`src/logic/pifr_pkg.sv`:
```
// Constants for the peripheral interrupt flag registers 6 to 8
package pifr_pkg;
   localparam logic [7:0] OFS_FLAGS6 = 8'h00;
   localparam logic [7:0] OFS_FLAGS7 = 8'h04;
   localparam logic [7:0] OFS_FLAGS8 = 8'h08;
   localparam logic [7:0] OFS_PIN_SEL = 8'h0C;
   localparam logic [7:0] OFS_EVT_STATUS = 8'h10;
   localparam logic [7:0] OFS_EVT_CLEAR = 8'h14;
   localparam logic [7:0] OFS_EVT_ENABLE = 8'h18;
   // Register 6 fields
   localparam int B6_TMR3_GATE = 7;
   localparam int B6_TMR3_OVF = 6;
   localparam int B6_UART_GEN = 5;
   localparam int B6_UART_ERR = 4;
   localparam int B6_UART_TX = 3;
   localparam int B6_UART_RX = 2;
   localparam int B6_I2C_ERR = 1;
   localparam int B6_I2C_GEN = 0;
   // Register 7 fields
   localparam int B7_EXT_IRQ2 = 5;
   localparam int B7_LOGIC_CELL2 = 4;
   localparam int B7_WAVE_GEN2 = 3;
   localparam int B7_CAPT_CMP2 = 1;
   localparam int B7_TIMER4 = 0;
   // Register 8 fields
   localparam int B8_TMR5_GATE = 7;
   localparam int B8_TMR5_OVF = 6;
   // Writable (hardware-settable) and implemented masks
   localparam logic [7:0] MASK6_HS = 8'hC0;
   localparam logic [7:0] MASK7_HS = 8'h3B;
   localparam logic [7:0] MASK8_HS = 8'hC0;
   // Reset values
   localparam logic [7:0] RST_FLAGS = 8'h00;
   localparam logic [23:0] RST_EVT = 24'h000000;
   localparam logic [2:0] RST_PIN_SEL = 3'h0;
   localparam logic [1:0] RESP_OKAY = 2'h0;
   localparam logic [1:0] RESP_SLVERR = 2'h2;
endpackage : pifr_pkg

```
`src/logic/pifr_pin_sync.sv`:
```
// Three-stage pin synchroniser with agreement filter and rising-edge pulse
`timescale 1ns/10ps
module pifr_pin_sync (
   // Clock and reset
   input wire logic clk_sys_i,
   input wire logic reset_i,
   // Pin and event
   input wire logic pin_i,
   output logic rise_o
);
   import pifr_pkg::*;
   logic meta;
   logic stage2;
   logic stage3;
   logic level;
   wire agree = (stage2 == stage3);
   wire next_level = agree ? stage3 : level;

   // Stage one feeds only stage two
   always_ff @(posedge clk_sys_i) begin
      if (reset_i) begin
         meta <= 1'b0;
         stage2 <= 1'b0;
         stage3 <= 1'b0;
         level <= 1'b0;
         rise_o <= 1'b0;
      end else begin
         meta <= pin_i;
         stage2 <= meta;
         stage3 <= stage2;
         level <= next_level;
         rise_o <= next_level & ~level;
      end
   end
endmodule : pifr_pin_sync

```
`src/logic/pifr_axil_slave.sv`:
```
// AXI4-Lite slave front end: one write and one read in flight
`timescale 1ns/10ps
module pifr_axil_slave #(
   parameter int ADDR_W = 8
) (
   // Clock and reset
   input wire logic clk_sys_i,
   input wire logic reset_i,
   // Write address and data
   input wire logic [ADDR_W-1:0] s_awaddr_i,
   input wire logic s_awvalid_i,
   output logic s_awready_o,
   input wire logic [31:0] s_wdata_i,
   input wire logic [3:0] s_wstrb_i,
   input wire logic s_wvalid_i,
   output logic s_wready_o,
   // Write response
   output logic [1:0] s_bresp_o,
   output logic s_bvalid_o,
   input wire logic s_bready_i,
   // Read address and data
   input wire logic [ADDR_W-1:0] s_araddr_i,
   input wire logic s_arvalid_i,
   output logic s_arready_o,
   output logic [31:0] s_rdata_o,
   output logic [1:0] s_rresp_o,
   output logic s_rvalid_o,
   input wire logic s_rready_i,
   // Register side
   output logic wr_en_o,
   output logic [ADDR_W-1:0] wr_addr_o,
   output logic [31:0] wr_data_o,
   output logic [3:0] wr_strb_o,
   input wire logic wr_hit_i,
   output logic [ADDR_W-1:0] rd_addr_o,
   input wire logic [31:0] rd_data_i,
   input wire logic rd_hit_i
);
   import pifr_pkg::*;
   logic aw_held;
   logic w_held;
   wire aw_take = s_awvalid_i & s_awready_o;
   wire w_take = s_wvalid_i & s_wready_o;
   wire ar_take = s_arvalid_i & s_arready_o;

   // Readies are registered from next state so the bus outputs leave flops
   wire next_aw_held = ~wr_en_o & (aw_held | aw_take);
   wire next_w_held = ~wr_en_o & (w_held | w_take);
   wire next_bvalid = wr_en_o | (s_bvalid_o & ~s_bready_i);
   wire next_rvalid = ar_take | (s_rvalid_o & ~s_rready_i);
   assign wr_en_o = aw_held & w_held & ~s_bvalid_o;
   assign rd_addr_o = s_araddr_i;

   always_ff @(posedge clk_sys_i) begin
      if (reset_i) begin
         aw_held <= 1'b0;
         w_held <= 1'b0;
         wr_addr_o <= '0;
         wr_data_o <= 32'h00000000;
         wr_strb_o <= 4'h0;
         s_bvalid_o <= 1'b0;
         s_bresp_o <= RESP_OKAY;
      end else begin
         if (aw_take) begin
            aw_held <= 1'b1;
            wr_addr_o <= s_awaddr_i;
         end
         if (w_take) begin
            w_held <= 1'b1;
            wr_data_o <= s_wdata_i;
            wr_strb_o <= s_wstrb_i;
         end
         // Address and data may arrive in either order; act once both are held
         if (wr_en_o) begin
            aw_held <= 1'b0;
            w_held <= 1'b0;
            s_bvalid_o <= 1'b1;
            s_bresp_o <= wr_hit_i ? RESP_OKAY : RESP_SLVERR;
         end else if (s_bvalid_o && s_bready_i) begin
            s_bvalid_o <= 1'b0;
         end
      end
   end

   always_ff @(posedge clk_sys_i) begin
      if (reset_i) begin
         s_rvalid_o <= 1'b0;
         s_rdata_o <= 32'h00000000;
         s_rresp_o <= RESP_OKAY;
      end else if (ar_take) begin
         s_rvalid_o <= 1'b1;
         s_rdata_o <= rd_hit_i ? rd_data_i : 32'h00000000;
         s_rresp_o <= rd_hit_i ? RESP_OKAY : RESP_SLVERR;
      end else if (s_rvalid_o && s_rready_i) begin
         s_rvalid_o <= 1'b0;
      end
   end

   always_ff @(posedge clk_sys_i) begin
      if (reset_i) begin
         s_awready_o <= 1'b1;
         s_wready_o <= 1'b1;
         s_arready_o <= 1'b1;
      end else begin
         s_awready_o <= ~next_aw_held & ~next_bvalid;
         s_wready_o <= ~next_w_held & ~next_bvalid;
         s_arready_o <= ~next_rvalid;
      end
   end
endmodule : pifr_axil_slave

```
`src/logic/pifr_top.sv`:
```
// Peripheral interrupt flag registers 6 to 8 with AXI4-Lite access
`timescale 1ns/10ps
module pifr_top #(
   parameter int PIN_COUNT = 8,
   parameter int SEL_W = 3
) (
   // Clock and reset
   input wire logic clk_sys_i,
   input wire logic reset_i,
   // AXI4-Lite write channels
   input wire logic [7:0] s_awaddr_i,
   input wire logic s_awvalid_i,
   output logic s_awready_o,
   input wire logic [31:0] s_wdata_i,
   input wire logic [3:0] s_wstrb_i,
   input wire logic s_wvalid_i,
   output logic s_wready_o,
   output logic [1:0] s_bresp_o,
   output logic s_bvalid_o,
   input wire logic s_bready_i,
   // AXI4-Lite read channels
   input wire logic [7:0] s_araddr_i,
   input wire logic s_arvalid_i,
   output logic s_arready_o,
   output logic [31:0] s_rdata_o,
   output logic [1:0] s_rresp_o,
   output logic s_rvalid_o,
   input wire logic s_rready_i,
   // Hardware set pulses, system clock domain
   input wire logic timer3_gate_set_i,
   input wire logic timer3_ovf_set_i,
   input wire logic logic_cell2_set_i,
   input wire logic waveform_gen2_set_i,
   input wire logic capture_compare2_set_i,
   input wire logic timer4_match_set_i,
   input wire logic timer5_gate_set_i,
   input wire logic timer5_ovf_set_i,
   // Peripheral status, system clock domain
   input wire logic [7:0] uart_irq_status_reg_i,
   input wire logic [7:0] uart_error_status_reg_i,
   input wire logic uart_tx_buf_ready_i,
   input wire logic uart_rx_buf_full_i,
   input wire logic [7:0] i2c_error_status_reg_i,
   input wire logic [7:0] i2c_irq_status_reg_i,
   // External interrupt pins, asynchronous
   input wire logic [PIN_COUNT-1:0] ext_pins_i,
   // Flags towards the priority logic and interrupt
   output logic [7:0] periph_irq_flags_6_o,
   output logic [7:0] periph_irq_flags_7_o,
   output logic [7:0] periph_irq_flags_8_o,
   output logic irq_o
);
   import pifr_pkg::*;

   logic [7:0] periph_irq_flags_6;
   logic [7:0] periph_irq_flags_7;
   logic [7:0] periph_irq_flags_8;
   logic [SEL_W-1:0] ext_irq_pin_select;
   logic [23:0] evt_status;
   logic [23:0] evt_enable;
   logic wr_en;
   logic [7:0] wr_addr;
   logic [31:0] wr_data;
   logic [3:0] wr_strb;
   logic [7:0] rd_addr;
   logic ext_irq2_rise;
   logic wr_hit;
   logic rd_hit;
   logic [31:0] rd_data;

   // Software write with hardware set on top, so a set in the clear cycle wins
   function automatic logic [7:0] flag_update(
      input logic [7:0] cur,
      input logic [7:0] hw_set,
      input logic wr,
      input logic [7:0] wd,
      input logic [7:0] mask
   );
      flag_update = (hw_set | (wr ? wd : cur)) & mask;
   endfunction : flag_update

   function automatic logic [31:0] strb_mask(input logic [3:0] strb);
      strb_mask = {{8{strb[3]}}, {8{strb[2]}}, {8{strb[1]}}, {8{strb[0]}}};
   endfunction : strb_mask

   pifr_axil_slave #(
      .ADDR_W(8)
   ) u_bus (
      .clk_sys_i(clk_sys_i),
      .reset_i(reset_i),
      .s_awaddr_i(s_awaddr_i),
      .s_awvalid_i(s_awvalid_i),
      .s_awready_o(s_awready_o),
      .s_wdata_i(s_wdata_i),
      .s_wstrb_i(s_wstrb_i),
      .s_wvalid_i(s_wvalid_i),
      .s_wready_o(s_wready_o),
      .s_bresp_o(s_bresp_o),
      .s_bvalid_o(s_bvalid_o),
      .s_bready_i(s_bready_i),
      .s_araddr_i(s_araddr_i),
      .s_arvalid_i(s_arvalid_i),
      .s_arready_o(s_arready_o),
      .s_rdata_o(s_rdata_o),
      .s_rresp_o(s_rresp_o),
      .s_rvalid_o(s_rvalid_o),
      .s_rready_i(s_rready_i),
      .wr_en_o(wr_en),
      .wr_addr_o(wr_addr),
      .wr_data_o(wr_data),
      .wr_strb_o(wr_strb),
      .wr_hit_i(wr_hit),
      .rd_addr_o(rd_addr),
      .rd_data_i(rd_data),
      .rd_hit_i(rd_hit)
   );

   // Pin chosen by software; a select change may itself look like an edge
   wire sel_pin = ext_pins_i[ext_irq_pin_select];

   pifr_pin_sync u_ext_sync (
      .clk_sys_i(clk_sys_i),
      .reset_i(reset_i),
      .pin_i(sel_pin),
      .rise_o(ext_irq2_rise)
   );

   // Address decode
   wire hit_f6 = (wr_addr == OFS_FLAGS6);
   wire hit_f7 = (wr_addr == OFS_FLAGS7);
   wire hit_f8 = (wr_addr == OFS_FLAGS8);
   wire hit_sel = (wr_addr == OFS_PIN_SEL);
   wire hit_clr = (wr_addr == OFS_EVT_CLEAR);
   wire hit_en = (wr_addr == OFS_EVT_ENABLE);
   wire hit_st = (wr_addr == OFS_EVT_STATUS);
   assign wr_hit = hit_f6 | hit_f7 | hit_f8 | hit_sel | hit_clr | hit_en | hit_st;
   wire wr6 = wr_en & hit_f6 & wr_strb[0];
   wire wr7 = wr_en & hit_f7 & wr_strb[0];
   wire wr8 = wr_en & hit_f8 & wr_strb[0];
   wire wr_sel = wr_en & hit_sel & wr_strb[0];
   wire wr_clr = wr_en & hit_clr;
   wire wr_ena = wr_en & hit_en;
   wire [31:0] wmask = strb_mask(wr_strb);

   // Hardware set vectors in field order
   wire [7:0] hs6 = {timer3_gate_set_i, timer3_ovf_set_i, 6'h00};
   wire [7:0] hs7 = {2'h0, ext_irq2_rise, logic_cell2_set_i, waveform_gen2_set_i, 1'h0,
                     capture_compare2_set_i, timer4_match_set_i};
   wire [7:0] hs8 = {timer5_gate_set_i, timer5_ovf_set_i, 6'h00};

   // Mirrored bits follow peripheral state; writes never reach them
   wire [7:0] ro6 = {2'h0,
                     |uart_irq_status_reg_i,
                     |uart_error_status_reg_i,
                     uart_tx_buf_ready_i, uart_rx_buf_full_i,
                     |i2c_error_status_reg_i,
                     |i2c_irq_status_reg_i};

   wire [7:0] next_flags6 = flag_update(periph_irq_flags_6, hs6, wr6, wr_data[7:0], MASK6_HS) | ro6;
   wire [7:0] next_flags7 = flag_update(periph_irq_flags_7, hs7, wr7, wr_data[7:0], MASK7_HS);
   wire [7:0] next_flags8 = flag_update(periph_irq_flags_8, hs8, wr8, wr_data[7:0], MASK8_HS);

   // Any flag rising is an event for the summary interrupt
   wire [23:0] flags_now = {periph_irq_flags_8, periph_irq_flags_7, periph_irq_flags_6};
   wire [23:0] flags_next = {next_flags8, next_flags7, next_flags6};
   wire [23:0] evt_rise = flags_next & ~flags_now;
   wire [23:0] evt_clr = wr_clr ? (wr_data[23:0] & wmask[23:0]) : 24'h000000;
   wire [23:0] next_evt_status = (evt_status & ~evt_clr) | evt_rise;
   wire [23:0] next_evt_enable = wr_ena ? ((wr_data[23:0] & wmask[23:0]) | (evt_enable & ~wmask[23:0]))
                                        : evt_enable;

   // Read decode; the clear register reads as zero
   assign rd_hit = (rd_addr == OFS_FLAGS6) | (rd_addr == OFS_FLAGS7) | (rd_addr == OFS_FLAGS8) |
                 (rd_addr == OFS_PIN_SEL) | (rd_addr == OFS_EVT_STATUS) |
                 (rd_addr == OFS_EVT_CLEAR) | (rd_addr == OFS_EVT_ENABLE);
   assign rd_data = (rd_addr == OFS_FLAGS6) ? {24'h000000, periph_irq_flags_6} :
                         (rd_addr == OFS_FLAGS7) ? {24'h000000, periph_irq_flags_7} :
                         (rd_addr == OFS_FLAGS8) ? {24'h000000, periph_irq_flags_8} :
                         (rd_addr == OFS_PIN_SEL) ? {{(32-SEL_W){1'b0}}, ext_irq_pin_select} :
                         (rd_addr == OFS_EVT_STATUS) ? {8'h00, evt_status} :
                         (rd_addr == OFS_EVT_ENABLE) ? {8'h00, evt_enable} : 32'h00000000;

   // Flags clear on every reset source
   always_ff @(posedge clk_sys_i) begin
      if (reset_i) begin
         periph_irq_flags_6 <= RST_FLAGS;
         periph_irq_flags_7 <= RST_FLAGS;
         periph_irq_flags_8 <= RST_FLAGS;
      end else begin
         periph_irq_flags_6 <= next_flags6;
         periph_irq_flags_7 <= next_flags7;
         periph_irq_flags_8 <= next_flags8;
      end
   end

   always_ff @(posedge clk_sys_i) begin
      if (reset_i) begin
         ext_irq_pin_select <= RST_PIN_SEL;
         evt_status <= RST_EVT;
         evt_enable <= RST_EVT;
         irq_o <= 1'b0;
      end else begin
         if (wr_sel) begin
            ext_irq_pin_select <= wr_data[SEL_W-1:0];
         end
         evt_status <= next_evt_status;
         evt_enable <= next_evt_enable;
         // Registered for a clean output; one cycle behind the status
         irq_o <= |(evt_status & evt_enable);
      end
   end

   // Enable gating per flag lives in the priority logic downstream
   assign periph_irq_flags_6_o = periph_irq_flags_6;
   assign periph_irq_flags_7_o = periph_irq_flags_7;
   assign periph_irq_flags_8_o = periph_irq_flags_8;

   a_hw_set_flag: assert property (@(posedge clk_sys_i) disable iff (reset_i)
      timer3_ovf_set_i |=> periph_irq_flags_6[B6_TMR3_OVF])
      else $error("timer3 overflow set did not raise its flag");

   a_flag_sticky: assert property (@(posedge clk_sys_i) disable iff (reset_i)
      periph_irq_flags_7[B7_TIMER4] && !wr7 |=> periph_irq_flags_7[B7_TIMER4])
      else $error("timer4 flag dropped without a write");

   a_write_clears: assert property (@(posedge clk_sys_i) disable iff (reset_i)
      wr8 && !wr_data[B8_TMR5_GATE] && !timer5_gate_set_i |=> !periph_irq_flags_8[B8_TMR5_GATE])
      else $error("timer5 gate flag not cleared by zero write");

   a_uart_gen_mirror: assert property (@(posedge clk_sys_i) disable iff (reset_i)
      ##1 periph_irq_flags_6[B6_UART_GEN] == |$past(uart_irq_status_reg_i))
      else $error("uart general flag does not follow its status");

   a_uart_err_mirror: assert property (@(posedge clk_sys_i) disable iff (reset_i)
      uart_error_status_reg_i == 8'h00 |=> !periph_irq_flags_6[B6_UART_ERR])
      else $error("uart error flag stuck with status clear");

   a_uart_buf_mirror: assert property (@(posedge clk_sys_i) disable iff (reset_i)
      wr6 |=> periph_irq_flags_6[B6_UART_TX:B6_UART_RX] ==
              {$past(uart_tx_buf_ready_i), $past(uart_rx_buf_full_i)})
      else $error("uart buffer flags changed by a write");

   a_i2c_err_mirror: assert property (@(posedge clk_sys_i) disable iff (reset_i)
      $rose(|i2c_error_status_reg_i) |=> periph_irq_flags_6[B6_I2C_ERR])
      else $error("i2c error flag missed its status");

   a_i2c_gen_mirror: assert property (@(posedge clk_sys_i) disable iff (reset_i)
      i2c_irq_status_reg_i == 8'h00 |=> !periph_irq_flags_6[B6_I2C_GEN])
      else $error("i2c general flag stuck with status clear");

   a_unimpl_zero: assert property (@(posedge clk_sys_i) disable iff (reset_i)
      (periph_irq_flags_7 & ~MASK7_HS) == 8'h00 && (periph_irq_flags_8 & ~MASK8_HS) == 8'h00)
      else $error("unimplemented flag bit reads one");

   a_reset_clear: assert property (@(posedge clk_sys_i)
      reset_i |=> flags_now == 24'h000000 && !irq_o)
      else $error("flags not cleared by reset");

   a_irq_follow: assert property (@(posedge clk_sys_i) disable iff (reset_i)
      ##1 irq_o == |($past(evt_status) & $past(evt_enable)))
      else $error("interrupt output does not follow enabled status");

   a_t3_gate_set: assert property (@(posedge clk_sys_i) disable iff (reset_i)
      timer3_gate_set_i |=> periph_irq_flags_6[B6_TMR3_GATE])
      else $error("timer3 gate set did not raise its flag");

   a_ext_irq_set: assert property (@(posedge clk_sys_i) disable iff (reset_i)
      ext_irq2_rise |=> periph_irq_flags_7[B7_EXT_IRQ2])
      else $error("pin edge did not raise the ext irq flag");

   a_t5_ovf_set: assert property (@(posedge clk_sys_i) disable iff (reset_i)
      timer5_ovf_set_i |=> periph_irq_flags_8[B8_TMR5_OVF])
      else $error("timer5 overflow set did not raise its flag");

   a_write_one_sets: assert property (@(posedge clk_sys_i) disable iff (reset_i)
      wr7 && wr_data[B7_WAVE_GEN2] |=> periph_irq_flags_7[B7_WAVE_GEN2])
      else $error("writing one did not set the waveform flag");

   a_t3_ovf_sticky: assert property (@(posedge clk_sys_i) disable iff (reset_i)
      periph_irq_flags_6[B6_TMR3_OVF] && !wr6 |=> periph_irq_flags_6[B6_TMR3_OVF])
      else $error("timer3 flag dropped without a write");

   a_cell_clear: assert property (@(posedge clk_sys_i) disable iff (reset_i)
      wr7 && !wr_data[B7_LOGIC_CELL2] && !logic_cell2_set_i |=> !periph_irq_flags_7[B7_LOGIC_CELL2])
      else $error("logic cell flag not cleared by zero write");

   a_uart_gen_clear: assert property (@(posedge clk_sys_i) disable iff (reset_i)
      uart_irq_status_reg_i == 8'h00 |=> !periph_irq_flags_6[B6_UART_GEN])
      else $error("uart general flag stuck with status clear");

   a_uart_err_set: assert property (@(posedge clk_sys_i) disable iff (reset_i)
      (|uart_error_status_reg_i) |=> periph_irq_flags_6[B6_UART_ERR])
      else $error("uart error flag missed its status");

   a_i2c_err_clear: assert property (@(posedge clk_sys_i) disable iff (reset_i)
      i2c_error_status_reg_i == 8'h00 |=> !periph_irq_flags_6[B6_I2C_ERR])
      else $error("i2c error flag stuck with status clear");

   a_i2c_gen_set: assert property (@(posedge clk_sys_i) disable iff (reset_i)
      (|i2c_irq_status_reg_i) |=> periph_irq_flags_6[B6_I2C_GEN])
      else $error("i2c general flag missed its status");
endmodule : pifr_top

```
`config.mk`:
```
export PLATFORM = sky130hd
export DESIGN_NAME = pifr_top
export DESIGN_NICKNAME = d
export VERILOG_FILES = /design/src/logic/pifr_pkg.sv /design/src/logic/pifr_pin_sync.sv /design/src/logic/pifr_axil_slave.sv /design/src/logic/pifr_top.sv
export SDC_FILE = /design/constraint.sdc
export NUM_CORES = 1
export LEC_CHECK = 0
export BUFFER_PORTS_ARGS = -buffer_cell sky130_fd_sc_hd__buf_2
export CAP_MARGIN = 0
export CORE_MARGIN = 3
export CORE_UTILIZATION = 52
export DETAILED_ROUTE_END_ITERATION = 8
export PLACE_DENSITY = 0.86
export REMOVE_ABC_BUFFERS = 1
export SLEW_MARGIN = 30
export SYNTH_ARGS = -nofsm -noshare
export SYNTH_HDL_FRONTEND = slang
export SYNTH_SLANG_ARGS = --single-unit
```
`constraint.sdc`:
```
create_clock -name clk_sys_i -period 2.1 [get_ports clk_sys_i]
set_clock_uncertainty 0.1 [all_clocks]
set_input_delay 0.105 -clock clk_sys_i [delete_from_list [all_inputs] [get_ports clk_sys_i]]
set_output_delay 0.105 -clock clk_sys_i [all_outputs]
set_load 0.01 [all_outputs]
```
==> results of run 1 <==
cell usage after synthesis (2+ instances only):
master and number:
buf_2 5, a221oi_2 2, a32o_1 6, inv_1 17, and2_1 5, o31ai_1 10
a21bo_2 2, a21oi_1 67, nor2_1 53, clkbuf_1 31, buf_1 7, mux2_2 11
and3_1 9, mux2i_1 35, a41oi_1 2, o2bb2ai_1 2, nor4_1 11, and4_1 5
dfxtp_1 140, a31oi_1 2, nand2b_1 9, nor3_1 4, a211o_1 9, mux4_2 4
nand4_2 3, nor2b_1 7, o22ai_1 2, nand2_1 101, a22oi_1 32, o21ai_0 12
buf_4 19, nand4_1 7, nand3_1 9, a32oi_1 2
timing repair:
| item | 4_1_cts | 5_1_grt |
|---|---|---|
| endpoints found under the hold margin | 65 | 0 |
| hold buffers | 70 | 0 |
| endpoints found under the setup margin | 0 | 9 |
| resized for setup | 0 | 4 |
where the power goes:
group	switching (mW)	internal (mW)	total, mW
combinational	0.357	0.319	0.676
sequential	0.104	2.76	2.87
clock	1.11	2.00	3.12
total	1.58	5.08	6.66
worst max-delay path, stage by stage:
cell	delay, ns
dlygate4sd3_1	0.54
buf_2	0.14
nor4_2	0.17
dlygate4sd3_1	0.60
a21oi_1	0.09
dlygate4sd3_1	0.57
final cells by class:
| cell class | count | area share |
|---|---|---|
| clock inverters | 13 | 0.0214 |
| repair buffers | 234 | 0.198 |
| flip-flops and latches | 140 | 0.348 |
| well taps | 140 | 0.0217 |
| inverters | 17 | 0.00792 |
| clock buffers | 19 | 0.0549 |
| multi-input cells | 456 | 0.348 |
worst max path at each step:
stage                               startpoint                                  to  slack (ns)
2_1_floorplan  u_bus.wr_addr_o[7]$_SDFFE_PP0P_            evt_status[0]$_SDFF_PP0_        0.07
4_1_cts              i2c_error_status_reg_i[4]  periph_irq_flags_6_o[1]$_SDFF_PP0_         0.1
6_report            uart_error_status_reg_i[6]  periph_irq_flags_6_o[4]$_SDFF_PP0_        0.08
3_5_place_dp   u_bus.wr_addr_o[2]$_SDFFE_PP0P_           evt_status[13]$_SDFF_PP0_        0.18
3_3_place_gp                     s_araddr_i[1]     u_bus.s_rdata_o[0]$_SDFFE_PP0P_        0.26
5_1_grt                i2c_irq_status_reg_i[6]  periph_irq_flags_6_o[0]$_SDFF_PP0_       0.001
per-layer routing:
| layer | up-vias | wire (um) |
|---|---|---|
| met1 | 2763 | 7000 |
| met2 | 327 | 9220 |
| met3 | 62 | 1580 |
| met5 | - | 0 |
| li1 | 2714 | - |
| met4 | 0 | 649 |
metrics by stage:
step	setup WS, ns	hold WS, ns
global route	0.000995	0.0387
CTS	0.0961	0.0133
floorplan	0.0748	0.0712
detailed placement	0.181	0.243
finish	0.0772	0.0239
global placement	0.261	0.231
cells by family after synthesis:
group | count (synthesis) | synth area share
mux | 50 | 0.0957
other cells | 1 | 0.000636
compound gates | 155 | 0.174
flops | 140 | 0.475
buf+inv | 79 | 0.0634
simple gates | 232 | 0.191
==> results.yml, run 1 <==
timing:
  rsz0062_at_grt: "no"
  finalSetupViolCount: 0
  finalHoldViolations: 0
  slew_violations: 0
  period_needed_ns: 2.02
  finalCritPeriodShare: 0.963
  max_freq_mhz: 494
  tns_ns: 0
  relSlewSlack: 0.604
  worstMarginPinSlew_ns: 0.595
power:
  leakage_nw: 3.66
  p_per_area_nw_per_um2: 826
  max-vdd-ir-drop_mv: 0.606
  finalPower_mw: 6.66
global_routing:
  met3_usage: 0.0830
  antenna_found_initial: 0
  grt_pass1_wl_um: 28900
  track_usage: 0.287
  top_usage_layer: "met2"
  gr-total-overflow: 0
  use_met2: 0.488
  grt_max_degree: 98
  grt_pass1_vias: 5797
  use_met1: 0.335
final_layout:
  final_cell_mix: "145 x buf_2, 140 x dfxtp_1, 101 x nand2_1"
  nets: 975
  diodes: 0
  multi_input_area_sq_um: 2810
  instances_no_fill: 1019
  final_common_cell: "buf_2"
  final_area_sq_um: 8060
  syn2layout_area_growth_pct: 36.7
  fill_cells: 734
  seqCellArea_sq_um: 2800
  layout-drive-gt1-share: 0.258
  fin_util: 0.734
synthesis:
  synth-seq-area-share: 0.475
  ys_types: 49
  synth_area_leader_cell: "dfxtp_1"
  yosys-top-cells-area: "dfxtp_1 48%, nand2_1 6.4%, mux2i_1 5.9%"
  synth_top_area_frac: 0.475
  netlist_instances: 657
  syn_area_sq_um: 5900
  ys_async_sr_fraction: 0
  ys.flop_type: "dfxtp_1"
  synth.avg_cell_area_sq_um: 8.98
  synth_edf_count: 0
  synth_warnings: 0
  ys_ff_latch: 140
critical_path:
  rr_startpoint: "u_bus.wr_addr_o[2]$_SDFFE_PP0P_"
  crit_required_ns: 2.30
  arrival_ns: 2.22
  reg2reg_slack_ns: 0.10
  r2r_cells: 5
  cp-end-kind: "flip-flop"
  cp_max_fo: 2
  critPathLaunchType: "input pin"
  timing.rr.end: "evt_status[13]$_SDFF_PP0_"
  critical_path_class: "in -> reg"
routing:
  drc: 0
  drt_iter0_drc: 456
  vias: 5866
  wire_per_inst_um: 18.1
  avgViaCountPerCell: 5.76
  ant_nets: 0
  drt-total-wl_um: 18400
  drt-pass1-iter-count: 5
floorplan:
  boundaryPins: 175
  rows: 38
  start_util: 0.537
  dieHeight_um: 113
  die-width_um: 113
  coreArea_sq_um: 11000
  dieArea_sq_um: 12700
cts:
  clkSinkCount: 140
  cts_tree: "yes"
  cts-root-buf: "clkbuf_16"
  clkLatencyLatePin_ns: 0.41
  cts_setup_buffers: 0
  numCtsBuffers: 17
  ctsHtreeMaxLevel: 4
  clock_path_buffers: 2
  path_clk_slew_ns: 0.06
place:
  placed_area_sq_um: 6720
  port_buffers: 146
  gp_congestion: 0.884
  hpwl_um: 11000
  placed_cells: 917
hold_path:
  hp-class: "in -> reg"
  hold-path-endpoint: "periph_irq_flags_6_o[5]$_SDFF_PP0_"
  min_path_cells: 3
  hold_start: "uart_irq_status_reg_i[6]"
job:
  maxCapViolCount: 0
run_status:
  status: "completed"
Power figures use the tool's default switching activity.
==> run 2: changes to the inputs <==
--- a/config.mk
+++ b/config.mk
@@ -7,11 +7,13 @@
 export LEC_CHECK = 0
 export BUFFER_PORTS_ARGS = -buffer_cell sky130_fd_sc_hd__buf_2
 export CAP_MARGIN = 0
+export CORE_ASPECT_RATIO = 0.75
 export CORE_MARGIN = 3
 export CORE_UTILIZATION = 52
 export DETAILED_ROUTE_END_ITERATION = 8
 export PLACE_DENSITY = 0.86
 export REMOVE_ABC_BUFFERS = 1
+export SETUP_SLACK_MARGIN = 0.02
 export SLEW_MARGIN = 30
 export SYNTH_ARGS = -nofsm -noshare
 export SYNTH_HDL_FRONTEND = slang
==> results.yml, run 2 (synthesis results as in run 1) <==
run_status:
  status: "completed"
hold_path:
  hp-class: "in -> reg"
place:
  port_buffers: 146
  gp_congestion: 0.847
  placed_area_sq_um: 6750
  hpwl_um: 11300
critical_path:
  cp_max_fo: 2
  cpMostUsedCell: "dlygate4sd3_1"
  cp_top_family: "buffers and inverters"
  crit_buf_inv: 4
  cp_slowest_cell: "dlygate4sd3_1"
  max_stage_delay_ns: 0.59
  path_cells: "dlygate4sd3_1 -> buf_2 -> nor4_1 -> dlygate4sd3_1 -> a21oi_1 -> dlygate4sd3_1"
  critPathLaunchType: "input pin"
  cp-end-kind: "flip-flop"
  arrival_ns: 2.22
  critical_path_class: "in -> reg"
  crit_required_ns: 2.30
  reg2reg_slack_ns: 0.18
floorplan:
  dieArea_sq_um: 12700
  die-width_um: 129
  start_util: 0.537
  coreArea_sq_um: 11000
  boundaryPins: 175
  dieHeight_um: 98.2
  rows: 33
timing:
  period_needed_ns: 2.02
  relSlewSlack: 0.659
  rsz0062_at_grt: "no"
  worstMarginPinSlew_ns: 0.507
  tns_ns: 0
  finalCritPeriodShare: 0.960
  slew_violations: 0
  max_freq_mhz: 496
  finalHoldViolations: 0
  finalSetupViolCount: 0
routing:
  drc: 0
  vias: 5754
  drt-total-wl_um: 18100
  drt_iter0_drc: 456
  drt-pass1-iter-count: 5
  ant_nets: 0
  wire_per_inst_um: 17.7
  avgViaCountPerCell: 5.62
power:
  p_per_area_nw_per_um2: 823
  clkPwrFrac: 0.470
  p_seq_frac: 0.428
  max-vdd-ir-drop_mv: 0.726
  leakage_nw: 3.69
  p_int_mw: 5.13
  power_frac_comb: 0.103
  swShare: 0.234
  p_sw_mw: 1.57
final_layout:
  nets: 980
  fill_cells: 745
  final_cell_mix: "145 x buf_2, 140 x dfxtp_1, 101 x nand2_1"
  syn2layout_area_growth_pct: 37.8
  diodes: 0
  layout-drive-gt1-share: 0.255
  final_area_sq_um: 8130
  final_common_cell: "buf_2"
cts:
  numCtsBuffers: 17
  clock_path_buffers: 2
  cts-root-buf: "clkbuf_16"
  clkLatencyLatePin_ns: 0.42
  path_clk_slew_ns: 0.05
  cts_tree: "yes"
  clkSinkCount: 140
  cts_setup_buffers: 0
  ctsHtreeMaxLevel: 4
global_routing:
  grt_max_degree: 55
  antenna_found_initial: 0
  grt_pass1_wl_um: 28400
  grt_pass1_vias: 5529
  gr-total-overflow: 0
  track_usage: 0.286
job:
  maxCapViolCount: 0
run 2: worst paths after layout:
kind,to,from,cells past startpoint
setup / recovery,periph_irq_flags_6_o[1]$_SDFF_PP0_,i2c_error_status_reg_i[7],6
hold / removal,u_bus.s_rdata_o[2]$_SDFFE_PP0P_,s_arvalid_i,4
setup reg to reg,evt_status[7]$_SDFF_PP0_,u_bus.wr_addr_o[2]$_SDFFE_PP0P_,6
hold reg to reg,u_ext_sync.stage2$_SDFF_PP0_,u_ext_sync.meta$_SDFF_PP0_,1
run 2: power groups by stage:
stage	Sequential (mW)	Clock (mW)	Combinational (mW)
after floorplan	2.90	0	0.248
after global placement	2.91	0	0.538
after detailed placement	2.91	0	0.551
after CTS	2.86	3.16	0.663
after global routing	2.87	3.28	0.746
final	2.86	3.14	0.688
run 2: through the flow:
stage / setup WS, ns / cells / utilization / power, mW / hold slack (ns)
after floorplan: 0.0748 / 613 / - / 3.15 / 0.0712
after global placement: 0.283 / 917 / 0.614 / 3.45 / 0.231
after detailed placement: 0.222 / 917 / 0.614 / 3.46 / 0.245
after CTS: 0.134 / 1023 / 0.740 / 6.68 / 0.00632
after global routing: 0.0506 / 1023 / 0.740 / 6.90 / 0.0417
final: 0.0832 / 1023 / 0.740 / 6.69 / 0.0187
run 2: worst reg2reg max path, cell delays in order, from the launching register on:
cell and delay, ns:
dfxtp_1 0.43, nor4b_1 0.28, buf_4 0.19, and4_1 0.41
buf_4 0.20, a211o_1 0.13, o31ai_1 0.07
run 2: layer usage:
| layer | share of wire | GRT usage |
|---|---|---|
| met2 | 0.49 | 0.480 |
| met3 | 0.086 | 0.0853 |
| met1 | 0.41 | 0.356 |
| met4 | 0.020 | 0.0815 |
| met5 | 0 | 0 |
run 2: timing repair:
action                                  CTS  global route
resized for setup                         0             1
hold buffers                             75             0
hold endpoints to repair                 72             0
endpoints found under the setup margin    0             1
run 2: cell type report:
cell class              instances  area, sq um  area share
flip-flops and latches        140         2800       0.345
multi-input cells             456         2800       0.344
repair buffers                239         1670       0.205
clock buffers                  19          453      0.0557
well taps                     140          175      0.0215
clock inverters                12          170      0.0209
inverters                      17         63.8     0.00785
